==> src/include/cie_pkg.sv <==
// Purpose: shared constants for the instruction decode and execute block
// Assumes: 16-bit instruction words, 8-bit data, 12-bit data addresses
// Notes: opcode patterns are compared on the upper instruction bits
package cie_pkg;
  localparam int DATA_W = 8;
  localparam int ADDR_W = 12;
  localparam int INSN_W = 16;
  // opcode patterns on bits 15:8 (with masks)
  localparam logic [7:0] OP_LIT_LOAD = 8'h0E;
  localparam logic [7:0] OP_ACC_STORE = 8'h6E;
  localparam logic [7:0] OP_ACC_STORE_MASK = 8'hFE;
  localparam logic [7:0] OP_IDX_ADD = 8'h24;
  localparam logic [7:0] OP_IDX_ADD_MASK = 8'hFD;
  localparam logic [7:0] OP_IDX_BSET = 8'h80;
  localparam logic [7:0] OP_IDX_BSET_MASK = 8'hF1;
  localparam logic [7:0] OP_IDX_ONES = 8'h68;
  // field positions
  localparam int ACCESS_BIT = 8;
  localparam int DEST_BIT = 9;
  localparam int BIT_IDX_LSB = 9;
  localparam int OFS7_W = 7;
  // limits and values
  localparam logic [7:0] IDX_OFFSET_MAX = 8'h5F;
  localparam logic [7:0] ACCESS_SPLIT = 8'h60;
  localparam logic [7:0] ALL_ONES = 8'hFF;
  localparam logic [7:0] SHORT_ADDR_MAX = 8'hFE;
  localparam logic [11:0] SRC_ADDR_MAX = 12'hFFF;
  localparam logic [11:0] DST_ADDR_MAX = 12'hFEF;
  localparam logic [3:0] ACCESS_HIGH_BANK = 4'hF;
  localparam logic [7:0] WORKING_ACCUMULATOR_RESET = 8'h00;
  localparam logic [4:0] FLAGS_RESET = 5'h00;
  // status flag positions
  localparam int FLAG_C = 0;
  localparam int FLAG_DC = 1;
  localparam int FLAG_Z = 2;
  localparam int FLAG_OV = 3;
  localparam int FLAG_N = 4;
  localparam int FLAG_W = 5;
  // table pointer update modes
  typedef enum logic [1:0] {
    CIE_TBL_NONE = 2'h0,
    CIE_TBL_POST_INC = 2'h1,
    CIE_TBL_POST_DEC = 2'h2,
    CIE_TBL_PRE_INC = 2'h3
  } cie_tbl_mode_t;
  typedef enum logic [1:0] {
    CIE_Q1_DECODE,
    CIE_Q2_READ,
    CIE_Q3_PROCESS,
    CIE_Q4_WRITE
  } cie_phase_t;
endpackage : cie_pkg

==> src/hdl/cie_core.sv <==
// Purpose: four-phase decode and execute of a subset of the core instructions
// Assumes: one instruction word presented per cycle of four phases; data RAM
//   answers a read combinationally in the same phase
// Notes: field decoders for the remaining formats are exported as outputs
// Contract
// - literal load 0000 1110 kkkkkkkk copies literal into accumulator, flags kept
// - accumulator store 0110 111a stores accumulator; a=0, extended, f<=95 uses index
// - access bit 0 uses access RAM; access bit 1 uses bank select register
// - indexed add 0010 01d0: accumulator plus indexed byte to accumulator or memory
// - five ALU flags kept; indexed add updates all, the others none
// - indexed all-ones 0110 1000 writes FFh at pointer plus offset, no flags
// - three-bit bit index selects bit 0 to 7 of a byte
// - short file field is an 8-bit address or 2-bit pointer designator
// - move source spans 000h-FFFh; destination limited to 000h-FEFh
// - table pointer mode: none, post-increment, post-decrement, pre-increment
// - fast select 0 leaves shadows; 1 saves on call, restores on return
// - indirect moves add 7-bit source and destination offsets to pointers
// - relative branches add two's complement offset; calls use direct address
// - literal field width is 8, 12 or 20 bits by instruction
`timescale 1ns/1ps
module cie_core
#(
  parameter int PC_W = 21
)
(
  input wire logic REF_CLK_I,
  input wire logic RST_I,
  input wire logic [cie_pkg::INSN_W-1:0] INSN_I,
  input wire logic EXT_SET_EN_I,
  input wire logic [3:0] BANK_SELECT_REG_I,
  input wire logic [cie_pkg::ADDR_W-1:0] SECOND_INDEX_POINTER_I,
  input wire logic [cie_pkg::DATA_W-1:0] RAM_RDATA_I,
  input wire logic [PC_W-1:0] PC_I,
  input wire logic [cie_pkg::ADDR_W-1:0] MOVE_SRC_I,
  input wire logic [cie_pkg::ADDR_W-1:0] MOVE_DST_I,
  input wire logic [cie_pkg::ADDR_W-1:0] SRC_POINTER_I,
  input wire logic [cie_pkg::ADDR_W-1:0] DST_POINTER_I,
  input wire logic [20:0] TABLE_POINTER_I,
  input wire logic [1:0] POINTER_UPDATE_MODE_I,
  input wire logic FAST_SELECT_I,
  input wire logic IS_CALL_I,
  input wire logic IS_RETURN_I,
  input wire logic [10:0] BRANCH_OFFSET_I,
  input wire logic [1:0] LIT_WIDTH_SEL_I,
  output logic INSN_TAKE_O,
  output logic [1:0] PHASE_O,
  output logic [cie_pkg::ADDR_W-1:0] RAM_ADDR_O,
  output logic RAM_RD_O,
  output logic RAM_WR_O,
  output logic [cie_pkg::DATA_W-1:0] RAM_WDATA_O,
  output logic [cie_pkg::DATA_W-1:0] WORKING_ACCUMULATOR_O,
  output logic [4:0] STATUS_FLAGS_O,
  output logic ILLEGAL_O,
  output logic [7:0] SHORT_ADDR_O,
  output logic [1:0] POINTER_SEL_O,
  output logic SHORT_ADDR_OK_O,
  output logic MOVE_ADDR_OK_O,
  output logic [cie_pkg::ADDR_W-1:0] SRC_EFF_ADDR_O,
  output logic [cie_pkg::ADDR_W-1:0] DST_EFF_ADDR_O,
  output logic [20:0] TABLE_ACCESS_ADDR_O,
  output logic [20:0] TABLE_POINTER_NXT_O,
  output logic SHADOW_SAVE_O,
  output logic SHADOW_RESTORE_O,
  output logic [PC_W-1:0] BRANCH_TARGET_O,
  output logic [19:0] LITERAL_O
);
  import cie_pkg::*;

  typedef enum logic [2:0] {
    CIE_OP_NONE,
    CIE_OP_LIT,
    CIE_OP_STORE,
    CIE_OP_ADD,
    CIE_OP_BSET,
    CIE_OP_ONES
  } cie_op_t;

  cie_phase_t phase_r, phase_nxt;
  cie_op_t op_r, op_nxt;
  logic [INSN_W-1:0] insn_r, insn_nxt;
  logic [DATA_W-1:0] working_accumulator_r, working_accumulator_nxt;
  logic [4:0] flags_r, flags_nxt;
  logic [DATA_W-1:0] opnd_r, opnd_nxt;
  logic [DATA_W-1:0] result_r, result_nxt;
  logic [ADDR_W-1:0] addr_r, addr_nxt;
  logic illegal_r, illegal_nxt;

  logic [7:0] opc;
  logic [7:0] kfield;
  logic [2:0] bit_idx;
  cie_op_t op_dec;
  logic [DATA_W:0] sum9;
  logic [4:0] nib_sum;
  logic [DATA_W-1:0] bit_mask;
  logic indexed_store;

  assign opc = INSN_I[15:8];
  assign kfield = insn_r[7:0];
  assign bit_idx = insn_r[BIT_IDX_LSB+2:BIT_IDX_LSB];
  assign bit_mask = 8'h01 << bit_idx;
  assign indexed_store = !insn_r[ACCESS_BIT] && EXT_SET_EN_I
    && (kfield <= IDX_OFFSET_MAX);

  // class decoded from the word on the bus in Q1 and registered with it
  // all-ones tested before store: both share the upper nibble 0110
  always_comb
  begin
    op_dec = CIE_OP_NONE;
    if (opc == OP_LIT_LOAD)
      op_dec = CIE_OP_LIT;
    else if (opc == OP_IDX_ONES)
      op_dec = CIE_OP_ONES;
    else if ((opc & OP_ACC_STORE_MASK) == OP_ACC_STORE)
      op_dec = CIE_OP_STORE;
    else if ((opc & OP_IDX_ADD_MASK) == OP_IDX_ADD)
      op_dec = CIE_OP_ADD;
    else if ((opc & OP_IDX_BSET_MASK) == OP_IDX_BSET)
      op_dec = CIE_OP_BSET;
  end

  assign sum9 = {1'b0, working_accumulator_r} + {1'b0, opnd_r};
  assign nib_sum = {1'b0, working_accumulator_r[3:0]} + {1'b0, opnd_r[3:0]};

  always_comb
  begin
    phase_nxt = phase_r;
    op_nxt = op_r;
    insn_nxt = insn_r;
    working_accumulator_nxt = working_accumulator_r;
    flags_nxt = flags_r;
    opnd_nxt = opnd_r;
    result_nxt = result_r;
    addr_nxt = addr_r;
    illegal_nxt = illegal_r;
    unique case (phase_r)
      CIE_Q1_DECODE:
      begin
        insn_nxt = INSN_I;
        op_nxt = op_dec;
        illegal_nxt = (op_dec == CIE_OP_NONE);
        phase_nxt = CIE_Q2_READ;
      end
      CIE_Q2_READ:
      begin
        unique case (op_r)
          CIE_OP_ADD, CIE_OP_BSET, CIE_OP_ONES:
            addr_nxt = SECOND_INDEX_POINTER_I + {4'h0, kfield};
          CIE_OP_STORE:
            if (indexed_store)
              addr_nxt = SECOND_INDEX_POINTER_I + {4'h0, kfield};
            else if (insn_r[ACCESS_BIT])
              addr_nxt = {BANK_SELECT_REG_I, kfield};
            else if (kfield < ACCESS_SPLIT)
              addr_nxt = {4'h0, kfield};
            else
              addr_nxt = {ACCESS_HIGH_BANK, kfield};
          default:
            addr_nxt = addr_r;
        endcase
        phase_nxt = CIE_Q3_PROCESS;
      end
      CIE_Q3_PROCESS:
      begin
        opnd_nxt = RAM_RDATA_I;
        unique case (op_r)
          CIE_OP_LIT: result_nxt = kfield;
          CIE_OP_STORE: result_nxt = working_accumulator_r;
          CIE_OP_BSET: result_nxt = RAM_RDATA_I | bit_mask;
          CIE_OP_ONES: result_nxt = ALL_ONES;
          default: result_nxt = result_r;
        endcase
        phase_nxt = CIE_Q4_WRITE;
      end
      CIE_Q4_WRITE:
      begin
        if (op_r == CIE_OP_LIT)
          working_accumulator_nxt = result_r;
        // flags come from the operand held since Q3, not from the bus
        if (op_r == CIE_OP_ADD)
        begin
          if (!insn_r[DEST_BIT])
            working_accumulator_nxt = sum9[7:0];
          flags_nxt[FLAG_C] = sum9[8];
          flags_nxt[FLAG_DC] = nib_sum[4];
          flags_nxt[FLAG_Z] = (sum9[7:0] == 8'h00);
          flags_nxt[FLAG_OV] = (working_accumulator_r[7] == opnd_r[7]) && (sum9[7] != working_accumulator_r[7]);
          flags_nxt[FLAG_N] = sum9[7];
        end
        phase_nxt = CIE_Q1_DECODE;
      end
    endcase
  end

  always_ff @(posedge REF_CLK_I)
  begin
    if (RST_I)
    begin
      phase_r <= CIE_Q1_DECODE;
      op_r <= CIE_OP_NONE;
      insn_r <= 16'h0000;
      working_accumulator_r <= WORKING_ACCUMULATOR_RESET;
      flags_r <= FLAGS_RESET;
      opnd_r <= 8'h00;
      result_r <= 8'h00;
      addr_r <= 12'h000;
      illegal_r <= 1'b0;
    end
    else
    begin
      phase_r <= phase_nxt;
      op_r <= op_nxt;
      insn_r <= insn_nxt;
      working_accumulator_r <= working_accumulator_nxt;
      flags_r <= flags_nxt;
      opnd_r <= opnd_nxt;
      result_r <= result_nxt;
      addr_r <= addr_nxt;
      illegal_r <= illegal_nxt;
    end
  end

  // memory strobes; add result written straight from the adder in Q4
  always_comb
  begin
    RAM_RD_O = (phase_r == CIE_Q3_PROCESS)
      && (op_r == CIE_OP_ADD || op_r == CIE_OP_BSET);
    RAM_WR_O = 1'b0;
    RAM_WDATA_O = result_r;
    if (phase_r == CIE_Q4_WRITE)
    begin
      unique case (op_r)
        CIE_OP_STORE, CIE_OP_BSET, CIE_OP_ONES:
          RAM_WR_O = 1'b1;
        CIE_OP_ADD:
        begin
          RAM_WR_O = insn_r[DEST_BIT];
          RAM_WDATA_O = sum9[7:0];
        end
        default:
          RAM_WR_O = 1'b0;
      endcase
    end
  end

  assign INSN_TAKE_O = (phase_r == CIE_Q1_DECODE);
  assign PHASE_O = phase_r;
  assign RAM_ADDR_O = addr_r;
  assign WORKING_ACCUMULATOR_O = working_accumulator_r;
  assign STATUS_FLAGS_O = flags_r;
  assign ILLEGAL_O = illegal_r;

  // field decoders for formats executed elsewhere in the core
  assign SHORT_ADDR_O = INSN_I[7:0];
  assign POINTER_SEL_O = INSN_I[1:0];
  assign SHORT_ADDR_OK_O = (INSN_I[7:0] <= SHORT_ADDR_MAX);
  assign MOVE_ADDR_OK_O = (MOVE_SRC_I <= SRC_ADDR_MAX)
    && (MOVE_DST_I <= DST_ADDR_MAX);
  assign SRC_EFF_ADDR_O = SRC_POINTER_I + {5'h00, INSN_I[13:7]};
  assign DST_EFF_ADDR_O = DST_POINTER_I + {5'h00, INSN_I[6:0]};

  always_comb
  begin
    TABLE_ACCESS_ADDR_O = TABLE_POINTER_I;
    TABLE_POINTER_NXT_O = TABLE_POINTER_I;
    unique case (cie_tbl_mode_t'(POINTER_UPDATE_MODE_I))
      CIE_TBL_NONE: TABLE_POINTER_NXT_O = TABLE_POINTER_I;
      CIE_TBL_POST_INC: TABLE_POINTER_NXT_O = TABLE_POINTER_I + 21'h1;
      CIE_TBL_POST_DEC: TABLE_POINTER_NXT_O = TABLE_POINTER_I - 21'h1;
      CIE_TBL_PRE_INC:
      begin
        TABLE_POINTER_NXT_O = TABLE_POINTER_I + 21'h1;
        TABLE_ACCESS_ADDR_O = TABLE_POINTER_I + 21'h1;
      end
    endcase
  end

  assign SHADOW_SAVE_O = FAST_SELECT_I && IS_CALL_I;
  assign SHADOW_RESTORE_O = FAST_SELECT_I && IS_RETURN_I;

  // relative offset sign-extended; direct form taken as word address
  always_comb
  begin
    if (LIT_WIDTH_SEL_I == 2'h3)
      BRANCH_TARGET_O = PC_W'(INSN_I[7:0]) << 1;
    else
      BRANCH_TARGET_O = PC_I + PC_W'({{(PC_W-11){BRANCH_OFFSET_I[10]}},
        BRANCH_OFFSET_I});
  end

  always_comb
  begin
    unique case (LIT_WIDTH_SEL_I)
      2'h1: LITERAL_O = {8'h00, INSN_I[11:0]};
      2'h2: LITERAL_O = {INSN_I[11:0], INSN_I[7:0]};
      default: LITERAL_O = {12'h000, INSN_I[7:0]};
    endcase
  end
endmodule // cie_core

==> config.mk <==
export PLATFORM = sky130hd
export DESIGN_NAME = cie_core
export DESIGN_NICKNAME = d
export VERILOG_FILES = /design/src/include/cie_pkg.sv /design/src/hdl/cie_core.sv
export SDC_FILE = /design/constraint.sdc
export NUM_CORES = 1
export LEC_CHECK = 0
export ABC_AREA = 1
export BUFFER_PORTS_ARGS = -buffer_cell sky130_fd_sc_hd__buf_4
export CAP_MARGIN = 40
export CORE_AREA = 2 2 178 93
export DETAILED_ROUTE_END_ITERATION = 6
export DIE_AREA = 0 0 180 95
export PLACE_DENSITY = 0.82
export RECOVER_POWER = 100
export SYNTH_ARGS = -nofsm -noshare
export SYNTH_HDL_FRONTEND = slang
export SYNTH_SLANG_ARGS = --single-unit
==> constraint.sdc <==
create_clock -name REF_CLK_I -period 2.3 [get_ports REF_CLK_I]
set_input_delay 0.345 -clock REF_CLK_I [delete_from_list [all_inputs] [get_ports REF_CLK_I]]
set_output_delay 0.345 -clock REF_CLK_I [all_outputs]
set_load 0.03 [all_outputs]
# After elaboration in Yosys (flattened, before gate mapping)
# Cells that the tools add are included.
[op_classes]
bitwise_logic = 1
reduce_logical = 21
muxes = 22
n_shift = 1
n_lt_le_gt_ge = 5
n_addsub = 8
eq_ne = 21
[ops]
columns = ["cell", "n"]
rows = [
  ["$pmux 21 s3", 1],
  ["$mux 21", 2],
  ["$mux 8", 5],
  ["$pmux 20 s2", 1],
  ["$mux 12", 3],
  ["$pmux 8 s4", 1],
  ["$add 12x7->12", 2],
  ["$le 12x12->1 const B", 2],
  ["$pmux 12 s2", 1],
  ["$add 21x1->21 const B", 1],
  ["$add 21x21->21", 1],
  ["$sub 21x1->21 const B", 1],
  ["$mux 3", 5],
  ["$add 12x8->12", 1],
  ["$eq 2x2->1 const B", 6],
  ["$add 8x8->9", 1],
  ["$eq 8x4->1 const B", 1],
  ["$eq 8x7->1 const B", 1],
  ["$le 8x7->1 const B", 1],
  ["$le 8x8->1 const B", 1],
  ["$logic_not 8->1", 1],
  ["$lt 8x7->1 const B", 1],
  ["$or 8x8->8", 1],
  ["$pmux 2 s4", 1],
  ["other kinds (23)", 37],
]
[totals]
reg_bits = 59
word_cells = 88
in_bits = 151

# Longest topological paths before layout
[depth]
ltp_word = 7
ltp_mapped = 13
depth_no_buf = 13

# Worst setup path before layout
# Ideal clock, no wire load.
[synth_path]
path_kind = "input -> output"
from = "input port PC_I[0]"
to = "output port BRANCH_TARGET_O[16]"
path_buffers = 0
required_time_ns = 1.955
path_slack_ns = -0.262
stages = 10
t_arrival_ns = 2.217
path_cell_list = "ha_1 > fa_1 > nand3_1 > nand2_1 > nand2_1 > nand2_1 > nand3_1 > nand2_1 > nand2_1 > nor3b_1"
[synth_between]
elab_chain_cells = 2
[synth_rtl]
columns = ["element", "line_no", "rtl"]
rows = [
  ["from (decl)", "cie_core.sv:33", "input wire logic [PC_W-1:0] PC_I,"],
  ["$add 21x21->21", "cie_core.sv:286", "BRANCH_TARGET_O = PC_I + PC_W'({{(PC_W-11){BRANCH_OFFSET_I[10]}},"],
  ["$mux 21", "cie_core.sv:283", "if (LIT_WIDTH_SEL_I == 2'h3)"],
  ["to (decl)", "cie_core.sv:64", "output logic [PC_W-1:0] BRANCH_TARGET_O,"],
]
# No other way between the ends.

# Worst setup path in the final report
[layout_path]
from = "register working_accumulator_r[0] (netlist: WORKING_ACCUMULATOR_O[0])"
to = "output port RAM_WDATA_O[6] (netlist name)"
[layout_between]
elab_chain_cells = 3
[layout_rtl]
columns = ["element", "line_no", "rtl"]
rows = [
  ["from (decl)", "cie_core.sv:81", "logic [DATA_W-1:0] working_accumulator_r, working_accumulator_nxt;"],
  ["from (signal assigned)", "cie_core.sv:213", "working_accumulator_r <= working_accumulator_nxt;"],
  ["$add 8x8->9", "cie_core.sv:121", "assign sum9 = {1'b0, working_accumulator_r} + {1'b0, opnd_r};"],
  ["$mux 8", "cie_core.sv:231", "unique case (op_r)"],
  ["$mux 8", "cie_core.sv:229", "if (phase_r == CIE_Q4_WRITE)"],
  ["to (decl)", "cie_core.sv:50", "output logic [cie_pkg::DATA_W-1:0] RAM_WDATA_O,"],
]
# No other way between the ends.

==> flow_summary.ini <==
[outcome]
outcome = complete, but fails checks
failing_checks = setup timing

[power]
power.static_leakage_uw = 0.005614
power.combinational.fraction = 0.566
power.ir.vdd_worst_uv = 344.9
internal_power_uw = 3379
p_clk_frac = 0.212
switchingPower_uw = 2937
power.share.sequential = 0.222
cellPowerDensity_nw_per_um2 = 563.1
swShare = 0.4650

[floorplan]
die_height_um = 95
num_ports = 311
floorplan.die_area_sq_um = 17100
die_span_x_um = 180
floorplan.initialDensity = 0.4853
coreArea_sq_um = 15730
floorplan.rows = 33

[synthesis]
post_synth_instance_area_sq_um = 7635
syn_avg_cell_area_sq_um = 5.887
yosysWarningCount = 0
synthDistinctLibCells = 47
netlist.top_cell.by_area = nand2_1
synthTopCellsByArea = nand2_1 (16%), dfxtp_1 (15%), ha_1 (9.7%)
seq_area_frac_synth = 0.1547
synth-seq-cells = 59
mapped_cells = 1297
synth_largest_type_area_fraction = 0.1578
synthesis.nets = 1512

[timing]
grt_setup_unrepaired = true
setup_violations = 2
fmax_mhz = 424.6
fin_crit_sh = 1.024
slew_of_the_pin_with_the_lowest_slew_margin_ns = 0.6039
fin_worst_skew_ns = 0.004851
timing.final.hold_violations = 0
final_number_of_max_transition_violations = 0
timing.slew.headroom = 0.5969
minimum_period_implied_by_the_final_worst_setup_slack_ns = 2.355
post-route-worst-setup-slack_ns = -0.05542
final.setup.tns_ns = -0.05696

[grt]
gr-total-overflow = 0
via_count_of_the_first_global_routing_pass = 9059
global_route.usage.total = 0.3568
pin_count_of_the_biggest_net_entering_global_routing = 28
first_pass_grt_wire_length_um = 48130
antenna_found_initial = 0

[placed_design]
pre_cts_slack_ns = -0.1202
placed_cell_area_sq_um = 10250
post-dp-hpwl_um = 25700
finalWeightedCongestion = 1.019
place.port_buffers = 294
placedCellCount = 1806

[detailed_routing]
detailedRoute.firstIterationViolations = 1145
route.final.wire_length_um = 32470
post-route-drc-count = 0
vias_per_cell = 5.621
detail_route.first_pass.iterations = 7
overall_via_count_from_detail_route = 10354
route.antenna.remaining_nets = 0
detail_route.wl_per_cell_um = 17.63

[worst_setup_path]
crit_start = WORKING_ACCUMULATOR_O[0]$_SDFFE_PP0P_
critical_path_peak_fanout = 3
timing.reg2reg.setup_slack_ns = 0.06
worstReg2RegStart = WORKING_ACCUMULATOR_O[0]$_SDFFE_PP0P_
worstSetupEndpointType = primary output
critical_path.reg2reg.endpoint = STATUS_FLAGS_O[1]$_SDFFE_PP0P_
endpoint = RAM_WDATA_O[6]
timing.setup.critical_path_class = reg -> out
rr_worst_depth = 15
critical_path_source_type = flop
timing.critical_path.arrival_ns = 2.01
worst-endpoint-required_ns = 1.96

[cts]
cts_sinks = 59
cts_max_level = 3
worstSkewPairLatency_ns = 0.33
cts_buffers = 9
cts-root-to-sink-buffers = 2
tritoncts = yes
cts.root.buffer_cell = clkbuf_16
clkTransAtPathRegs_ns = 0.05

[layout]
layoutNonFillerInstCount = 1842
design.final.nets = 1842
area.sequential_sq_um = 1205
drive_gt1_frac = 0.3033
final_area_sq_um = 11220
antenna_cells = 0
final.fill_count = 1406
utilization = 0.7130
multiInputGateArea_sq_um = 6082
flow.area_growth_from_synthesis_pct = 46.92

[worst_hold_path]
hold_wc_path_type = in -> reg

[job]
timing.max_cap.violations = 0
## metal layers
layer  vias up  GRT usage  part of all wire
met5         -          0                 0
met4         0    0.06301             0.016
met3        59     0.1003              0.13
met2       642     0.5204              0.40
met1      4718     0.5220              0.45
li1       4935          -                 -
## registers in the layout, indices dropped and copies added, names as in the netlist
| register | flops |
|---|---|
| RAM_ADDR_O | 12 |
| insn_r | 12 |
| WORKING_ACCUMULATOR_O | 8 |
| opnd_r | 8 |
| result_r | 8 |
| STATUS_FLAGS_O | 5 |
| op_r | 3 |
| PHASE_O | 2 |
| ILLEGAL_O | 1 |
## metrics by stage
step / hold WS, ns / power [uW]
floorplan: 0.4553 / 3400
global placement: 0.4551 / 4608
detailed placement: 0.4576 / 4661
CTS: 0.2579 / 6062
global route: 0.2678 / 6663
finish: 0.2565 / 6316
## worst max-delay path, cell delays in order (launching register included)
cell and delay (ns):
dfxtp_4 0.36, ha_4 0.14, inv_2 0.03, fa_2 0.35, inv_2 0.09, nand4_1 0.16, nand3_2 0.13, nand2_2 0.05
nand2_2 0.06, nand2_1 0.06, nand2_1 0.09, buf_6 0.13
## logic make-up after synthesis
kind of cell,after synthesis,share of synthesized area
fa+ha+maj,64,0.1098
mux,2,0.002622
compound gates,288,0.2035
flops,59,0.1547
buf+inv,225,0.1247
simple gates,604,0.3415
xor+xnor,55,0.06309
## Yosys cell counts, drive strengths merged
library cell and count:
nand2 325, inv 172, a21oi 133, nor2 119
o21ai 113, nand3 101, dfxtp 59, ha 59
xor2 38, buf 31, nand4 24, nor3 24
clkbuf 20, xnor2 17, a31oi 9, o211ai 8
a21o 6, o31ai 6, fa 5, nand3b 4
a22oi 3, nor3b 3, o21a 3, o21bai 3
clkinv 2, mux2i 2, nor4 2, o221ai 2
or2 2, a211oi 1, a31o 1
## power groups by stage
stage | clock network, uW | registers [uW] | logic [uW]
after floorplan | 0 | 1370 | 2030
after global placement | 0 | 1370 | 3240
after detailed placement | 0 | 1380 | 3280
after CTS | 1330 | 1370 | 3360
after global routing | 1390 | 1410 | 3860
final | 1340 | 1400 | 3580
## worst min path at each step
stage / end / cells past startpoint / start / slack (ns)
after CTS: opnd_r[4]$_SDFFE_PP0P_ / 3 / RAM_RDATA_I[4] / 0.26
after detailed placement: STATUS_FLAGS_O[4]$_SDFFE_PP0P_ / 2 / STATUS_FLAGS_O[4]$_SDFFE_PP0P_ / 0.46
after global routing: opnd_r[4]$_SDFFE_PP0P_ / 3 / RAM_RDATA_I[4] / 0.27
after global placement: RAM_ADDR_O[11]$_SDFFE_PP0P_ / 2 / RAM_ADDR_O[11]$_SDFFE_PP0P_ / 0.46
after floorplan: result_r[0]$_SDFFE_PP0P_ / 2 / result_r[0]$_SDFFE_PP0P_ / 0.46
final: opnd_r[4]$_SDFFE_PP0P_ / 3 / RAM_RDATA_I[4] / 0.26
## layout make-up
type                            instances  area share
Clock buffer                           14     0.02264
Clock inverter                          2    0.003123
Inverter                              174     0.05856
Multi-Input combinational cell       1013      0.5422
Sequential cell                        59      0.1074
Tap cell                              210     0.02342
Timing Repair Buffer                  370      0.2426
## placed cells by master, fill, tap and decap left out, types with 4 or more instances in the layout
| cell | instances |
|---|---|
| a21oi_2 | 14 |
| inv_2 | 10 |
| a21oi_1 | 117 |
| nor2_4 | 7 |
| nor3_2 | 7 |
| nor2_1 | 102 |
| ha_4 | 23 |
| buf_4 | 330 |
| o21ai_0 | 96 |
| a31oi_1 | 9 |
| nand3b_1 | 4 |
| a21o_1 | 6 |
| nand2_2 | 25 |
| buf_6 | 6 |
| inv_1 | 161 |
| xnor2_1 | 17 |
| o31ai_1 | 6 |
| xor2_1 | 37 |
| nand3_1 | 89 |
| nor2_2 | 10 |
| nand4_1 | 24 |
| nand3_2 | 10 |
| nand2_1 | 298 |
| clkbuf_16 | 9 |
| o21ai_1 | 12 |
| dfxtp_1 | 46 |
| nor3_1 | 17 |
| ha_1 | 34 |
| o21ai_2 | 5 |
| o211ai_1 | 8 |
| clkbuf_1 | 35 |
| dfxtp_2 | 10 |
## repair_timing
action / in CTS / in global routing
resized for setup: 52 / 97
endpoints found under the setup margin: 22 / 24
hold buffers: 0 / 0
buffers inserted: 14 / 6
pin swaps: 12 / 27
(Power assumes the default switching activity.)
